### config.mk
export PLATFORM = sky130hd
export DESIGN_NAME = cbab_node
export DESIGN_NICKNAME = d
export VERILOG_FILES = /design/src/core/cbab_pkg.sv /design/src/core/cbab_fifo_if.sv /design/src/core/cbab_fifo.sv /design/src/core/cbab_node.sv
export SDC_FILE = /design/constraint.sdc
export NUM_CORES = 2
export LEC_CHECK = 0
export BUFFER_PORTS_ARGS = -buffer_cell sky130_fd_sc_hd__buf_2
export CORE_MARGIN = 4
export CORE_UTILIZATION = 53
export DETAILED_ROUTE_END_ITERATION = 8
export GPL_ROUTABILITY_DRIVEN = 0
export PLACE_DENSITY = 0.8
export SYNTH_ARGS = -nofsm -noshare
export SYNTH_HDL_FRONTEND = slang
export SYNTH_HIERARCHICAL = 1
export SYNTH_SLANG_ARGS = --single-unit
### constraint.sdc
create_clock -name sys_clk -period 13.57 [get_ports sys_clk]
set_clock_uncertainty 0.1 [all_clocks]
set_input_delay 1.357 -clock sys_clk [delete_from_list [all_inputs] [get_ports sys_clk]]
set_output_delay 1.357 -clock sys_clk [all_outputs]
set_load 0.03 [all_outputs]
### src/core/cbab_pkg.sv
// Constants, encodings and timing counts for the CAN bit-rate bridge node.
// Assumes a 200 MHz system clock; every user of these names writes cbab_pkg::name.
//
// Contract
// - Reset default is autobaud over four presets
// - Local rate may differ from peer rate
// - One-sided traffic: detected rate used by both
// - Unlocked 15 s after link up: adopt peer
// - Neither detected after 15 s: first detector decides
// - Detection waits forever, never abandoned
// - Link loss keeps detected rate, no re-detection
// - Preset sample point between 87% and 89%
// - Own rate selection independent of peer
// - Custom timing: rate, tseg1, tseg2, SJW, silent
// - Compute nearest prescaler from rate and segments
// - Custom timing used only when defined and selected
// - Custom selected but undefined: use 1 Mbit/s
// - Buffer overflow discards, never stalls bus
// - Buffer FIFO: oldest sent and discarded first
// - Up to four identifier/mask acceptance filters
// - Unacknowledged message retried twice, then dropped

package cbab_pkg;

	// ----------------------------------------------------------------
	// Rate selection and preset encodings
	// ----------------------------------------------------------------
	typedef enum logic [1:0] {RATE_1M = 2'h0, RATE_500K = 2'h1,
		RATE_250K = 2'h2, RATE_125K = 2'h3} cbab_rate_e;
	localparam logic [2:0] SEL_AUTO   = 3'h4;  // Reset default selection
	localparam logic [2:0] SEL_CUSTOM = 3'h5;  // Sixth option

	// ----------------------------------------------------------------
	// Bit timing: 8 quanta per bit, sample after 7 (87.5 %)
	// ----------------------------------------------------------------
	localparam int          BRP_W       = 10;
	localparam logic [4:0]  PRE_TSEG1   = 5'h06;
	localparam logic [3:0]  PRE_TSEG2   = 4'h1;
	localparam logic [1:0]  PRE_SJW     = 2'h1;
	localparam logic [9:0]  BRP_1M      = 10'h019;  // 200 MHz / 25 / 8
	localparam logic [9:0]  BRP_500K    = 10'h032;
	localparam logic [9:0]  BRP_250K    = 10'h064;
	localparam logic [9:0]  BRP_125K    = 10'h0c8;
	localparam logic [9:0]  CUST_MAX_KBPS = 10'h3e8;  // 1000 kbit/s
	localparam logic [17:0] CLK_KHZ     = 18'h3_0d40;  // 200000 kHz

	// ----------------------------------------------------------------
	// Timing counts
	// ----------------------------------------------------------------
	localparam longint CLK_HZ       = 200_000_000;
	localparam longint ADOPT_SEC    = 15;
	localparam logic [31:0] ADOPT_CYC = 32'(ADOPT_SEC * CLK_HZ);
	localparam logic [1:0]  MAX_RETRY = 2'h2;

	// ----------------------------------------------------------------
	// Message layout: identifier in the low bits
	// ----------------------------------------------------------------
	localparam int ID_W  = 29;
	localparam int MSG_W = 97;  // 29 id, 4 length, 64 data
	localparam int N_FLT = 4;

endpackage

### src/core/cbab_fifo_if.sv
// Carrier between the node logic and its transmit FIFO.
// Assumes both ends share sys_clk.
`timescale 1ns/100ps
`default_nettype none

interface cbab_fifo_if #(parameter int W = 8);
	logic         in_valid;   // Producer offers a word
	logic         in_ready;   // FIFO takes it
	logic [W-1:0] in_data;
	logic         out_valid;  // FIFO has a head word
	logic         out_ready;  // Consumer pops the head
	logic [W-1:0] out_data;

	modport store (input in_valid, input in_data, output in_ready,
		output out_valid, output out_data, input out_ready);
	modport user (output in_valid, output in_data, input in_ready,
		input out_valid, input out_data, output out_ready);
endinterface

`default_nettype wire

### src/core/cbab_fifo.sv
// First-in first-out store of flip-flops, width and depth set by parameters.
// Assumes a single clock; a pop and a push may share a cycle even when full.
`timescale 1ns/100ps
`default_nettype none

module cbab_fifo #(
	parameter int W     = 8,
	parameter int DEPTH = 8
) (
	input  wire logic sys_clk,
	input  wire logic sys_rst,
	cbab_fifo_if.store f
);
	localparam int AW = $clog2(DEPTH);

	logic [W-1:0]  mem_q [DEPTH];  // Storage
	logic [AW-1:0] wr_q;           // Write index
	logic [AW-1:0] rd_q;           // Read index
	logic [AW:0]   cnt_q;          // Words held
	logic          push;
	logic          pop;

	// Ready is plain not-full, never waiting on the pop, so no loop forms;
	// a push into a full store is still taken when the head leaves
	assign f.out_valid = (cnt_q != '0);
	assign f.in_ready  = (cnt_q != (AW+1)'(DEPTH));
	assign f.out_data  = mem_q[rd_q];
	assign pop         = f.out_valid && f.out_ready;
	assign push        = f.in_valid && (f.in_ready || pop);

	// ----------------------------------------------------------------
	// Indices and occupancy
	// ----------------------------------------------------------------
	// oldest leaves first
	always_ff @(posedge sys_clk)
	begin
		if (sys_rst)
		begin
			wr_q  <= '0;
			rd_q  <= '0;
			cnt_q <= '0;
		end
		else
		begin
			if (push)
				wr_q <= (wr_q == AW'(DEPTH-1)) ? '0 : wr_q + 1'b1;
			if (pop)
				rd_q <= (rd_q == AW'(DEPTH-1)) ? '0 : rd_q + 1'b1;
			cnt_q <= cnt_q + (AW+1)'(push) - (AW+1)'(pop);
		end
	end

	// Storage write; contents need no reset
	always_ff @(posedge sys_clk)
	begin
		if (push)
			mem_q[wr_q] <= f.in_data;
	end

endmodule

`default_nettype wire

### src/core/cbab_node.sv
// Top of one bridge node: rate selection, bit timing, filters, transmit queue.
// Assumes an external CAN controller that runs on the bit timing given here and
// reports frames, and a radio link layer that acknowledges each packet.
`timescale 1ns/100ps
`default_nettype none

module cbab_node #(
	parameter logic [31:0] ADOPT_CYC = cbab_pkg::ADOPT_CYC,  // 15 s wait
	parameter int          MSG_W     = cbab_pkg::MSG_W,
	parameter int          DEPTH     = 8,
	parameter int          N_FLT     = cbab_pkg::N_FLT
) (
	input  wire logic                     sys_clk,
	input  wire logic                     sys_rst,
	// Rate configuration
	input  wire logic [2:0]               cfg_rate_sel,
	input  wire logic                     cfg_cust_defined,
	input  wire logic [9:0]               cfg_cust_kbps,
	input  wire logic [4:0]               cfg_cust_tseg1,
	input  wire logic [3:0]               cfg_cust_tseg2,
	input  wire logic [1:0]               cfg_cust_sjw,
	input  wire logic                     cfg_cust_silent,
	// Local controller reports at the current timing
	input  wire logic                     ctl_frame_ok,
	input  wire logic                     ctl_frame_err,
	// Peer and link state
	input  wire logic                     link_up,
	input  wire logic                     peer_rate_valid,
	input  wire logic [1:0]               peer_rate,
	// Acceptance filters
	input  wire logic [N_FLT-1:0]         flt_en,
	input  wire logic [N_FLT*cbab_pkg::ID_W-1:0] flt_id,
	input  wire logic [N_FLT*cbab_pkg::ID_W-1:0] flt_mask,
	// Received local messages
	input  wire logic                     rx_msg_valid,
	input  wire logic [MSG_W-1:0]         rx_msg_data,
	// Radio transmit side
	input  wire logic                     radio_ready,
	input  wire logic                     radio_ack,
	input  wire logic                     radio_nak,
	output logic                          radio_valid_q,
	output logic [MSG_W-1:0]              radio_data_q,
	// Bit timing to the controller
	output logic [cbab_pkg::BRP_W-1:0]    bt_brp_q,
	output logic [4:0]                    bt_tseg1_q,
	output logic [3:0]                    bt_tseg2_q,
	output logic [1:0]                    bt_sjw_q,
	output logic                          bt_silent_q,
	output logic                          bt_valid_q,
	// Status
	output logic                          rate_locked_q,
	output logic [1:0]                    local_rate_q,
	output logic                          rate_from_peer_q,
	output logic                          ovf_drop_q,
	output logic                          retry_drop_q
);

	// ----------------------------------------------------------------
	// Types and decode helpers
	// ----------------------------------------------------------------
	typedef enum logic [1:0] {AB_HUNT = 2'b00, AB_LOCK = 2'b01,
		AB_FIXED = 2'b11} cbab_ab_e;
	typedef enum logic [1:0] {TX_IDLE = 2'b00, TX_SEND = 2'b01,
		TX_WAIT = 2'b11} cbab_tx_e;

	// Prescaler of a preset; all presets share 8 quanta per bit
	function automatic logic [cbab_pkg::BRP_W-1:0] preset_brp(input logic [1:0] r);
		case (r)
			cbab_pkg::RATE_1M:   preset_brp = cbab_pkg::BRP_1M;
			cbab_pkg::RATE_500K: preset_brp = cbab_pkg::BRP_500K;
			cbab_pkg::RATE_250K: preset_brp = cbab_pkg::BRP_250K;
			default:             preset_brp = cbab_pkg::BRP_125K;
		endcase
	endfunction

	// ----------------------------------------------------------------
	// Configuration tracking
	// ----------------------------------------------------------------
	cbab_ab_e    ab_q;          // Detection state
	logic [1:0]  try_q;         // Candidate under test
	logic [2:0]  sel_q;         // Last seen selection
	logic        restart;       // Selection changed
	logic        cust_ok;       // Custom set fully defined
	logic        cust_use;      // Custom timing in force
	logic [31:0] pwr_cnt_q;     // Time since reset
	logic [31:0] link_cnt_q;    // Time since link up
	logic        pwr_exp;
	logic        link_exp;

	assign restart  = (cfg_rate_sel != sel_q);
	assign cust_ok  = cfg_cust_defined && (cfg_cust_kbps != '0)
		&& (cfg_cust_kbps <= cbab_pkg::CUST_MAX_KBPS)
		&& (cfg_cust_tseg1 != '0) && (cfg_cust_tseg2 != '0)
		&& (cfg_cust_sjw != '0);
	assign cust_use = (ab_q == AB_FIXED) && (sel_q == cbab_pkg::SEL_CUSTOM) && cust_ok;
	assign pwr_exp  = (pwr_cnt_q >= ADOPT_CYC);
	assign link_exp = (link_cnt_q >= ADOPT_CYC);

	// Selection register; reset matches autobaud so no restart at start
	// own selection only
	always_ff @(posedge sys_clk)
	begin
		if (sys_rst)
			sel_q <= cbab_pkg::SEL_AUTO;
		else
			sel_q <= cfg_rate_sel;
	end

	// ----------------------------------------------------------------
	// Adoption timers, saturating
	// ----------------------------------------------------------------
	// power-up wait
	always_ff @(posedge sys_clk)
	begin
		if (sys_rst)
			pwr_cnt_q <= '0;
		else if (!pwr_exp)
			pwr_cnt_q <= pwr_cnt_q + 32'h0000_0001;
	end

	// link-up wait, restarts whenever the link drops
	always_ff @(posedge sys_clk)
	begin
		if (sys_rst || !link_up)
			link_cnt_q <= '0;
		else if (!link_exp)
			link_cnt_q <= link_cnt_q + 32'h0000_0001;
	end

	// ----------------------------------------------------------------
	// Rate detection state machine
	// ----------------------------------------------------------------
	// autobaud from reset
	always_ff @(posedge sys_clk)
	begin
		if (sys_rst)
		begin
			ab_q             <= AB_HUNT;
			try_q            <= cbab_pkg::RATE_1M;
			rate_locked_q    <= 1'b0;
			local_rate_q     <= cbab_pkg::RATE_1M;
			rate_from_peer_q <= 1'b0;
		end
		else if (restart)
		begin
			// New selection: start over, presets lock at once
			rate_from_peer_q <= 1'b0;
			try_q            <= cbab_pkg::RATE_1M;
			if (cfg_rate_sel == cbab_pkg::SEL_AUTO)
			begin
				ab_q          <= AB_HUNT;
				rate_locked_q <= 1'b0;
			end
			else
			begin
				ab_q          <= AB_FIXED;
				rate_locked_q <= 1'b1;
				local_rate_q  <= (cfg_rate_sel[2]) ? cbab_pkg::RATE_1M : cfg_rate_sel[1:0];
			end
		end
		else
		begin
			case (ab_q)
				AB_HUNT:
				begin
					if (ctl_frame_ok)
					begin
						ab_q          <= AB_LOCK;
						rate_locked_q <= 1'b1;
						local_rate_q  <= try_q;
					end
					else if (peer_rate_valid && (link_exp || pwr_exp))
					begin
						ab_q             <= AB_LOCK;
						rate_locked_q    <= 1'b1;
						local_rate_q     <= peer_rate;
						rate_from_peer_q <= 1'b1;
					end
					else if (ctl_frame_err)
						try_q <= try_q + 2'h1;
				end
				AB_LOCK:  ab_q <= AB_LOCK;
				AB_FIXED: ab_q <= AB_FIXED;
				default:  ab_q <= AB_HUNT;
			endcase
		end
	end

	// ----------------------------------------------------------------
	// Custom prescaler by repeated subtraction
	// ----------------------------------------------------------------
	// Iterative divide costs up to a thousand cycles once per change but
	// avoids a wide combinational divider in the timing path.
	logic [17:0] key_q;         // Rate, tseg2 and low four tseg1 bits last computed
	logic [17:0] key;
	logic [17:0] rem_q;         // Remaining numerator
	logic [14:0] den_q;         // Rate times quanta per bit
	logic [cbab_pkg::BRP_W-1:0] quo_q;
	logic        busy_q;
	logic [4:0]  ntq;
	logic [14:0] den;

	assign key = {cfg_cust_kbps, cfg_cust_tseg1[3:0], cfg_cust_tseg2};
	assign ntq = 5'h01 + cfg_cust_tseg1 + {1'b0, cfg_cust_tseg2};
	assign den = 15'(cfg_cust_kbps * ntq);

	always_ff @(posedge sys_clk)
	begin
		if (sys_rst)
		begin
			key_q  <= '0;
			rem_q  <= '0;
			den_q  <= '0;
			quo_q  <= '0;
			busy_q <= 1'b0;
		end
		else if (key != key_q || restart)
		begin
			// Rounded: numerator carries half a divisor
			key_q  <= key;
			den_q  <= den;
			rem_q  <= cbab_pkg::CLK_KHZ + 18'({1'b0, den[14:1]});
			quo_q  <= '0;
			busy_q <= cust_ok;
		end
		else if (busy_q)
		begin
			if (rem_q >= {3'h0, den_q} && quo_q != '1)
			begin
				rem_q <= rem_q - {3'h0, den_q};
				quo_q <= quo_q + 1'b1;
			end
			else
				busy_q <= 1'b0;
		end
	end

	// ----------------------------------------------------------------
	// Bit timing outputs
	// ----------------------------------------------------------------
	always_ff @(posedge sys_clk)
	begin
		if (sys_rst)
		begin
			bt_brp_q    <= cbab_pkg::BRP_1M;
			bt_tseg1_q  <= cbab_pkg::PRE_TSEG1;
			bt_tseg2_q  <= cbab_pkg::PRE_TSEG2;
			bt_sjw_q    <= cbab_pkg::PRE_SJW;
			bt_silent_q <= 1'b1;
			bt_valid_q  <= 1'b0;
		end
		else if (cust_use)
		begin
			bt_brp_q    <= (quo_q == '0) ? cbab_pkg::BRP_W'(1) : quo_q;
			bt_tseg1_q  <= cfg_cust_tseg1;
			bt_tseg2_q  <= cfg_cust_tseg2;
			bt_sjw_q    <= cfg_cust_sjw;
			bt_silent_q <= cfg_cust_silent || restart;
			// Stale prescaler is never shown as valid while a change waits
			bt_valid_q  <= !busy_q && !restart && (key == key_q);
		end
		else
		begin
			bt_brp_q    <= preset_brp((ab_q == AB_HUNT) ? try_q : local_rate_q);
			bt_tseg1_q  <= cbab_pkg::PRE_TSEG1;
			bt_tseg2_q  <= cbab_pkg::PRE_TSEG2;
			bt_sjw_q    <= cbab_pkg::PRE_SJW;
			bt_silent_q <= (ab_q == AB_HUNT) || restart;
			bt_valid_q  <= !restart;
		end
	end

	// ----------------------------------------------------------------
	// Acceptance filters
	// ----------------------------------------------------------------
	logic [N_FLT-1:0] hit;      // Per filter match
	logic             pass;     // Message forwarded

	generate
		for (genvar i = 0; i < N_FLT; i++)
		begin : g_flt
			assign hit[i] = flt_en[i] && (((rx_msg_data[cbab_pkg::ID_W-1:0]
				^ flt_id[i*cbab_pkg::ID_W +: cbab_pkg::ID_W])
				& flt_mask[i*cbab_pkg::ID_W +: cbab_pkg::ID_W]) == '0);
		end
	endgenerate

	// No filter enabled forwards everything
	assign pass = (flt_en == '0) || (hit != '0);

	// ----------------------------------------------------------------
	// Transmit queue
	// ----------------------------------------------------------------
	// Messages are stored whole, so rate conversion needs no re-timing here.
	cbab_fifo_if #(.W(MSG_W)) q ();

	cbab_tx_e    tx_q;          // Radio sender state
	logic [1:0]  tries_q;       // Retries used
	logic        tx_load;       // Sender takes the head
	logic        ovf_drop;      // Oldest dropped to make room

	assign q.in_valid = rx_msg_valid && pass && (ab_q != AB_HUNT);
	assign q.in_data  = rx_msg_data;
	assign tx_load    = (tx_q == TX_IDLE) && q.out_valid && link_up;
	assign ovf_drop   = q.in_valid && q.out_valid && !tx_load && !q.in_ready;
	assign q.out_ready = tx_load || ovf_drop;

	cbab_fifo #(
		.W     (MSG_W),
		.DEPTH (DEPTH)
	) u_fifo (
		.sys_clk (sys_clk),
		.sys_rst (sys_rst),
		.f       (q)
	);

	// Overflow pulse, one cycle per discarded message
	always_ff @(posedge sys_clk)
	begin
		if (sys_rst)
			ovf_drop_q <= 1'b0;
		else
			ovf_drop_q <= ovf_drop;
	end

	// ----------------------------------------------------------------
	// Radio sender with bounded retries
	// ----------------------------------------------------------------
	// The head is copied and popped at once, so an overflow never steals
	// the message currently in flight.
	always_ff @(posedge sys_clk)
	begin
		if (sys_rst)
		begin
			tx_q          <= TX_IDLE;
			tries_q       <= '0;
			radio_valid_q <= 1'b0;
			radio_data_q  <= '0;
			retry_drop_q  <= 1'b0;
		end
		else
		begin
			retry_drop_q <= 1'b0;
			case (tx_q)
				TX_IDLE:
				begin
					if (tx_load)
					begin
						radio_data_q  <= q.out_data;
						radio_valid_q <= 1'b1;
						tries_q       <= '0;
						tx_q          <= TX_SEND;
					end
				end
				TX_SEND:
				begin
					if (radio_ready)
					begin
						radio_valid_q <= 1'b0;
						tx_q          <= TX_WAIT;
					end
				end
				TX_WAIT:
				begin
					if (radio_ack)
						tx_q <= TX_IDLE;
					else if (radio_nak)
					begin
						if (tries_q == cbab_pkg::MAX_RETRY)
						begin
							retry_drop_q <= 1'b1;
							tx_q         <= TX_IDLE;
						end
						else
						begin
							tries_q       <= tries_q + 2'h1;
							radio_valid_q <= 1'b1;
							tx_q          <= TX_SEND;
						end
					end
				end
				default: tx_q <= TX_IDLE;
			endcase
		end
	end

endmodule

`default_nettype wire

After elaboration in Yosys (flattened, before gate mapping)
Memory sizes are Yosys's and may differ from the RTL's. A register that Yosys moved wholly into a read port is not among the register bits.
Index checks and enable logic that the tools add are counted.
- register bits: 177
- memory bits (writable): 776
- output and inout port bits: 127
- memories kept: 1
- $add $sub $neg: 13
- $mul: 1
- magnitude comparators: 4
- eq/ne operators: 24
- muxes and demuxes: 50
- bitwise logic cells: 13
- reductions and logical operators: 73
- memory list (name ; words ; bits a word ; rd ports ; clocked after Yosys merged registers in ; wr ports ; line ; RTL):
    u_fifo.mem_q ; 8 ; 97 ; 1 ; 1 ; 1 ; cbab_fifo.sv:16 ; logic [W-1:0] mem_q [DEPTH];
- operators by type and width (kind ; count):
    29-bit bitwise AND ; 4
    29-bit zero test ; 4
    29-bit bitwise XOR ; 4
    32-bit by 1-bit adder with 32-bit output, second input constant ; 2
    32-bit >= comparator, second input constant ; 2
    18-bit 2-to-1 mux ; 3
    2-bit 2-to-1 mux ; 19
    1-bit logical AND ; 24
    8-bit one-hot mux with 3 select lines ; 1
    10-bit 2-to-1 mux ; 2
    1-bit 2-to-1 mux ; 19
    17-bit by 15-bit adder with 18-bit output, first input constant ; 1
    18-bit equality test ; 1
    18-bit by 15-bit >= comparator with 1-bit output ; 1
    18-bit inequality test ; 1
    18-bit by 15-bit subtractor with 18-bit output ; 1
    10-bit by 5-bit multiplier with 15-bit output ; 1
    3-bit equality test, second input constant ; 4
    2-bit inequality test, second input constant ; 6
    2-bit one-hot mux with 3 select lines ; 2
    2-bit nonzero test ; 6
    4-bit nonzero test ; 3
    10-bit by 1-bit adder with 10-bit output, second input constant ; 1
    10-bit <= comparator, second input constant ; 1
    31 further kinds ; 65

Logic depth before layout (Yosys ltp)
- depth in word-level cells: 17
- gate-level depth with buffers: 24
- gate-level depth less buffers: 24

Hierarchy
Netlist, hierarchy kept.
- modules (own cells, without submodules) (module ; times used ; cells an instance ; area each (um2)):
    cbab_fifo ; 1 ; 1210 ; 29876.2
    cbab_node ; 1 ; 1774 ; 14604.0

Worst setup path before layout
OpenSTA, ideal clock, no wires.
- path type: input to register
- start: input rx_msg_data[14]
- end: memory u_fifo/mem_q[0][0] (netlist bit), enable pin
- data arrival time: 12594 ps
- data required time: 12679 ps
- path slack: 85 ps
- stages: 10
- cells stage by stage: xor2_1 a22oi_1 nand4_1 or4_1 a21oi_1 and3b_1 or2_2 nor2b_1 nor2_1 nor4_1
- longest elaborated chain between the ends: 17
- RTL lines (what ; line ; RTL):
    start, declared ; cbab_node.sv:36 ; input wire logic [MSG_W-1:0] rx_msg_data,
    29-bit bitwise XOR ; cbab_node.sv:283 ; ^ flt_id[i*cbab_pkg::ID_W +: cbab_pkg::ID_W])
    29-bit bitwise AND ; cbab_node.sv:284 ; & flt_mask[i*cbab_pkg::ID_W +: cbab_pkg::ID_W]) == '0);
    29-bit zero test ; cbab_node.sv:282 ; assign hit[i] = flt_en[i] && (((rx_msg_data[cbab_pkg::ID_W-1:0]
    1-bit logical AND ; cbab_node.sv:282 ;
    4-bit nonzero test (*) ; cbab_node.sv:289 ; assign pass = (flt_en == '0) || (hit != '0);
    1-bit logical OR (*) ; cbab_node.sv:289 ;
    1-bit logical AND (*) (2 in series) ; cbab_node.sv:302 ; assign q.in_valid = rx_msg_valid && pass && (ab_q != AB_HUNT);
    net q.in_valid ; cbab_fifo_if.sv:7 ; logic in_valid;
    1-bit logical AND (*) (3 in series) ; cbab_node.sv:305 ; assign ovf_drop = q.in_valid && q.out_valid && !tx_load && !q.in_ready;
    1-bit logical OR (*) ; cbab_node.sv:306 ; assign q.out_ready = tx_load || ovf_drop;
    net q.out_ready ; cbab_fifo_if.sv:11 ; logic out_ready;
    1-bit logical AND (*) ; cbab_fifo.sv:28 ; assign pop = f.out_valid && f.out_ready;
    1-bit logical OR (*) ; cbab_fifo.sv:29 ; assign push = f.in_valid && (f.in_ready || pop);
    1-bit logical AND (*) ; cbab_fifo.sv:29 ;
    1-bit 2-to-1 mux (*) ; cbab_fifo.sv:56 ; if (push)
    1-bit 2-to-1 mux (implied by the code) (*) ; cbab_fifo.sv:57 ; mem_q[wr_q] <= f.in_data;
    end, declared ; cbab_fifo.sv:16 ;
Mark *: on every way through the listed nets, which the timed path passes. The rest lies on a longest branch.

Worst setup path after layout
- start: input cfg_cust_tseg1[0]
- end: register rem_q[13]
- longest elaborated chain between the ends: 5
- RTL lines (what ; line ; RTL):
    start, declared ; cbab_node.sv:19 ; input wire logic [4:0] cfg_cust_tseg1,
    1-bit by 5-bit adder with 5-bit output ; cbab_node.sv:204 ; assign ntq = 5'h01 + cfg_cust_tseg1 + {1'b0, cfg_cust_tseg2};
    5-bit by 4-bit adder with 5-bit output ; cbab_node.sv:204 ;
    10-bit by 5-bit multiplier with 15-bit output ; cbab_node.sv:205 ; assign den = 15'(cfg_cust_kbps * ntq);
    17-bit by 15-bit adder with 18-bit output ; cbab_node.sv:222 ; rem_q <= cbab_pkg::CLK_KHZ + 18'({1'b0, den[14:1]});
    18-bit 2-to-1 mux ; cbab_node.sv:217 ; else if (key != key_q || restart)
    end signal, assigned ; cbab_node.sv:222 ;
    end signal, assigned ; cbab_node.sv:230 ; rem_q <= rem_q - {3'h0, den_q};
    end, declared ; cbab_node.sv:196 ; logic [17:0] rem_q;
Parallel ways exist; a longest one is shown, timed or not.
A chain may end at the register's enable or synchronous reset.

==> impl_metrics.env <==
export IMPL_final_common_cell="edfxtp_1"
export IMPL_clockRootBuffer="clkbuf_16"
export IMPL_use_met3_pct=4.12
export IMPL_fin_tns_setup_ns=0
export IMPL_worstReg2RegStart="ab_q[0]$_SDFFE_PP0P_"
export IMPL_num_vias=27400
export IMPL_reg2reg_to="u_fifo/mem_q[5][36]$_DFFE_PP_"
export IMPL_reg2reg_slack_ns=8.80
export IMPL_hold_buffers=0
export IMPL_hold_violations=0
export IMPL_final_cell_mix="edfxtp_1, buf_2, nand2_1"
export IMPL_grt_max_degree=137
export IMPL_endpoint="rem_q[13]$_SDFFE_PP0P_"
export IMPL_dp_hpwl_um=70300
export IMPL_cts_tree="built"
export IMPL_yosysTopAreaCell="edfxtp_1"
export IMPL_post_route_period_util_pct=49.8
export IMPL_setup_worst_path_start_class="primary input"
export IMPL_crit_fanout=10
export IMPL_clk_latency_ns=0.71
export IMPL_avgRoutedWirePerCell_um=24.2
export IMPL_rsz0062_at_grt="no"
export IMPL_top_usage_layer="met2"
export IMPL_synth_cells=2984
export IMPL_antenna_left=0
export IMPL_finish_net_count=3950
export IMPL_setup_viol=0
export IMPL_syn2layout_area_growth_pct=16.2
export IMPL_max_cap_violations=0
export IMPL_grt_first_pass_wirelength_um=170000
export IMPL_first_pass_iters=5
export IMPL_grtUsageMet1_pct=30.9
export IMPL_power_leakage_nw=18.1
export IMPL_synth_edf_count=776
export IMPL_cts_setup_buffers=0
export IMPL_synth_cell_types=72
export IMPL_drtIter0Drc=2241
export IMPL_wl_um=113000
export IMPL_track_usage_pct=25.2
export IMPL_clock_fmax_mhz=148
export IMPL_grt_ovfl_total=0
export IMPL_worstPathRequired_ns=14.01
export IMPL_grt_use_met2_pct=43.7
export IMPL_clockBufferDepth=3
export IMPL_die_y_um=298
export IMPL_hold_path_class="reg2reg"
export IMPL_holdCritStartpoint="radio_data_q[36]$_SDFFE_PP0P_"
export IMPL_ir_worst_vdd_v=0.000139
export IMPL_io_buffers=497
export IMPL_cts_resized=0
export IMPL_yosys_top_cells_area="edfxtp_1, dfxtp_1, mux4_2"
export IMPL_rr_worst_depth=9
export IMPL_pin_count=498
export IMPL_grt_pass1_vias=28100
export IMPL_status="completed"
export IMPL_cts_made_buffers=105
export IMPL_p_total_w=0.00829
export IMPL_pwr_density_cell_nw_per_um2=160
export IMPL_cts_sinks=1053
export IMPL_synth_top_area_share_pct=52.4
export IMPL_fp_coreArea_um2=82600
export IMPL_syn_nets=3445
export IMPL_drive_gt1_share_pct=28.4
export IMPL_h_tree_depth=3
export IMPL_tightest_slew_ns=1.24
export IMPL_start_util_pct=53.8
export IMPL_path_class="in2reg"
export IMPL_synth_main_ff_cell="edfxtp_1"
export IMPL_drcViolationCount=0
export IMPL_rows=105
export IMPL_ys_warn_count=6
export IMPL_synth_async_reset_ratio_pct=0
export IMPL_die_w_um=298
export IMPL_syn_area_per_cell_um2=14.9
export IMPL_crit_arrival_ns=7.19
export IMPL_antenna_found_initial=31
export IMPL_seq_area_frac_synth_pct=64.9
export IMPL_viasPerCell=5.87
export IMPL_ys_seq_elements=1053
export IMPL_finalCriticalPeriod_ns=6.75
export IMPL_cp_end_kind="flip-flop"
export IMPL_die_area_um2=88600
export IMPL_max_slew_margin_rel_pct=16.3
export IMPL_maxSlewViolCount=0
export IMPL_cp_startpoint="cfg_cust_tseg1[0]"
export IMPL_clk_pin_slew_worst_paths_ns=0.06
export IMPL_netlist_area_um2=44500
-- where the power goes --
group / switching, W / internal, W / total (W) / leakage, nW
registers: 0.0000889 / 0.00357 / 0.00366 / 9.23
clock network: 0.00125 / 0.00173 / 0.00298 / 1.72
logic: 0.00101 / 0.000631 / 0.00165 / 7.18
-- flip-flops by register name (all words and copies together) (netlist names), 2 cells and up, named ones only --
| register | cells |
|---|---|
| rem_q | 18 |
| local_rate_q | 2 |
| u_fifo/rd_q | 3 |
| tx_q | 2 |
| sel_q | 3 |
| radio_data_q | 97 |
| u_fifo/cnt_q | 4 |
| key_q | 18 |
| u_fifo/wr_q | 3 |
| bt_brp_q | 10 |
| quo_q | 10 |
| pwr_cnt_q | 32 |
| link_cnt_q | 32 |
| tries_q | 2 |
| den_q | 15 |
| try_q | 2 |
| bt_tseg2_q | 4 |
| u_fifo/mem_q | 776 |
| ab_q | 2 |
| bt_sjw_q | 2 |
| bt_tseg1_q | 5 |
-- per-layer routing --
metal | routed length (um) | vias up
li1 | - | 12300
met1 | 42000 | 13700
met2 | 57500 | 1235
met3 | 7940 | 276
met4 | 5830 | 0
met5 | 0 | -
-- worst max-delay path, stage by stage --
cell,delay (ns)
buf_2,0.10
inv_1,0.07
ha_1,0.23
fa_1,0.40
inv_1,0.07
a21o_1,0.11
a21oi_1,0.07
xnor2_1,0.57
and2_1,0.25
fa_1,0.43
fa_1,0.54
inv_1,0.05
fa_1,0.53
inv_1,0.04
ha_1,0.34
o21ai_0,0.28
o21ai_0,0.21
o2111a_1,0.30
or4_1,0.51
nand3_1,0.16
a21boi_2,0.20
xnor2_1,0.08
a221oi_1,0.29
-- synth_stat cells, types with 39 or more instances --
master and instances:
xor2_1 161, ha_1 63, mux4_2 194, inv_1 92
mux2_2 103, edfxtp_1 776, o21ai_0 44, dfxtp_1 277
a22oi_1 57, nor2_1 103, a21oi_1 179, nor3_1 39
nand2_1 306, clkbuf_1 80, xnor2_1 55
-- layout make-up --
| cell class | instances | area, um2 |
|---|---|---|
| fillers | 5855 | 30900 |
| multi-input cells | 1704 | 14700 |
| repair buffers | 532 | 2780 |
| clock inverters | 57 | 815 |
| inverters | 93 | 349 |
| clock buffers | 142 | 2830 |
| well taps | 1070 | 1340 |
| diodes | 21 | 52.6 |
| flip-flops and latches | 1053 | 28900 |
-- worst min path at each step --
stage                                                to  slack [ns]  cells past startpoint
after floorplan                   bt_valid_q$_SDFF_PP0_        0.30                      1
after detailed placement  radio_data_q[22]$_SDFFE_PP0P_        0.34                      2
after global routing              bt_valid_q$_SDFF_PP0_        0.36                      1
final                     radio_data_q[36]$_SDFFE_PP0P_        0.35                      2
after CTS                 radio_data_q[93]$_SDFFE_PP0P_        0.35                      2
after global placement    radio_data_q[92]$_SDFFE_PP0P_        0.34                      2
-- kinds of logic after synthesis --
family	share of synthesized area (%)
DFF	64.9
AOI/OAI and AO/OA	5.23
buffers and inverters	2.29
and+or+nand+nor	7.75
xor gates and xnor gates	4.25
muxes	12.6
adders and majority gates	2.99
-- through the flow --
| step | utilization (%) | hold slack, ns | cell area [um2] | setup slack [ns] | cells |
|---|---|---|---|---|---|
| global route | 62.6 | 0.358 | 51700 | 6.44 | 4670 |
| CTS | 62.5 | 0.352 | 51600 | 6.91 | 4651 |
| detailed placement | 58.1 | 0.344 | 48000 | 6.23 | 4452 |
| global placement | 58.1 | 0.339 | 48000 | 6.36 | 4452 |
| floorplan | - | 0.305 | 44500 | 0.0852 | 2984 |
| finish | 62.6 | 0.349 | 51700 | 6.82 | 4672 |
(Power assumes the default switching activity.)
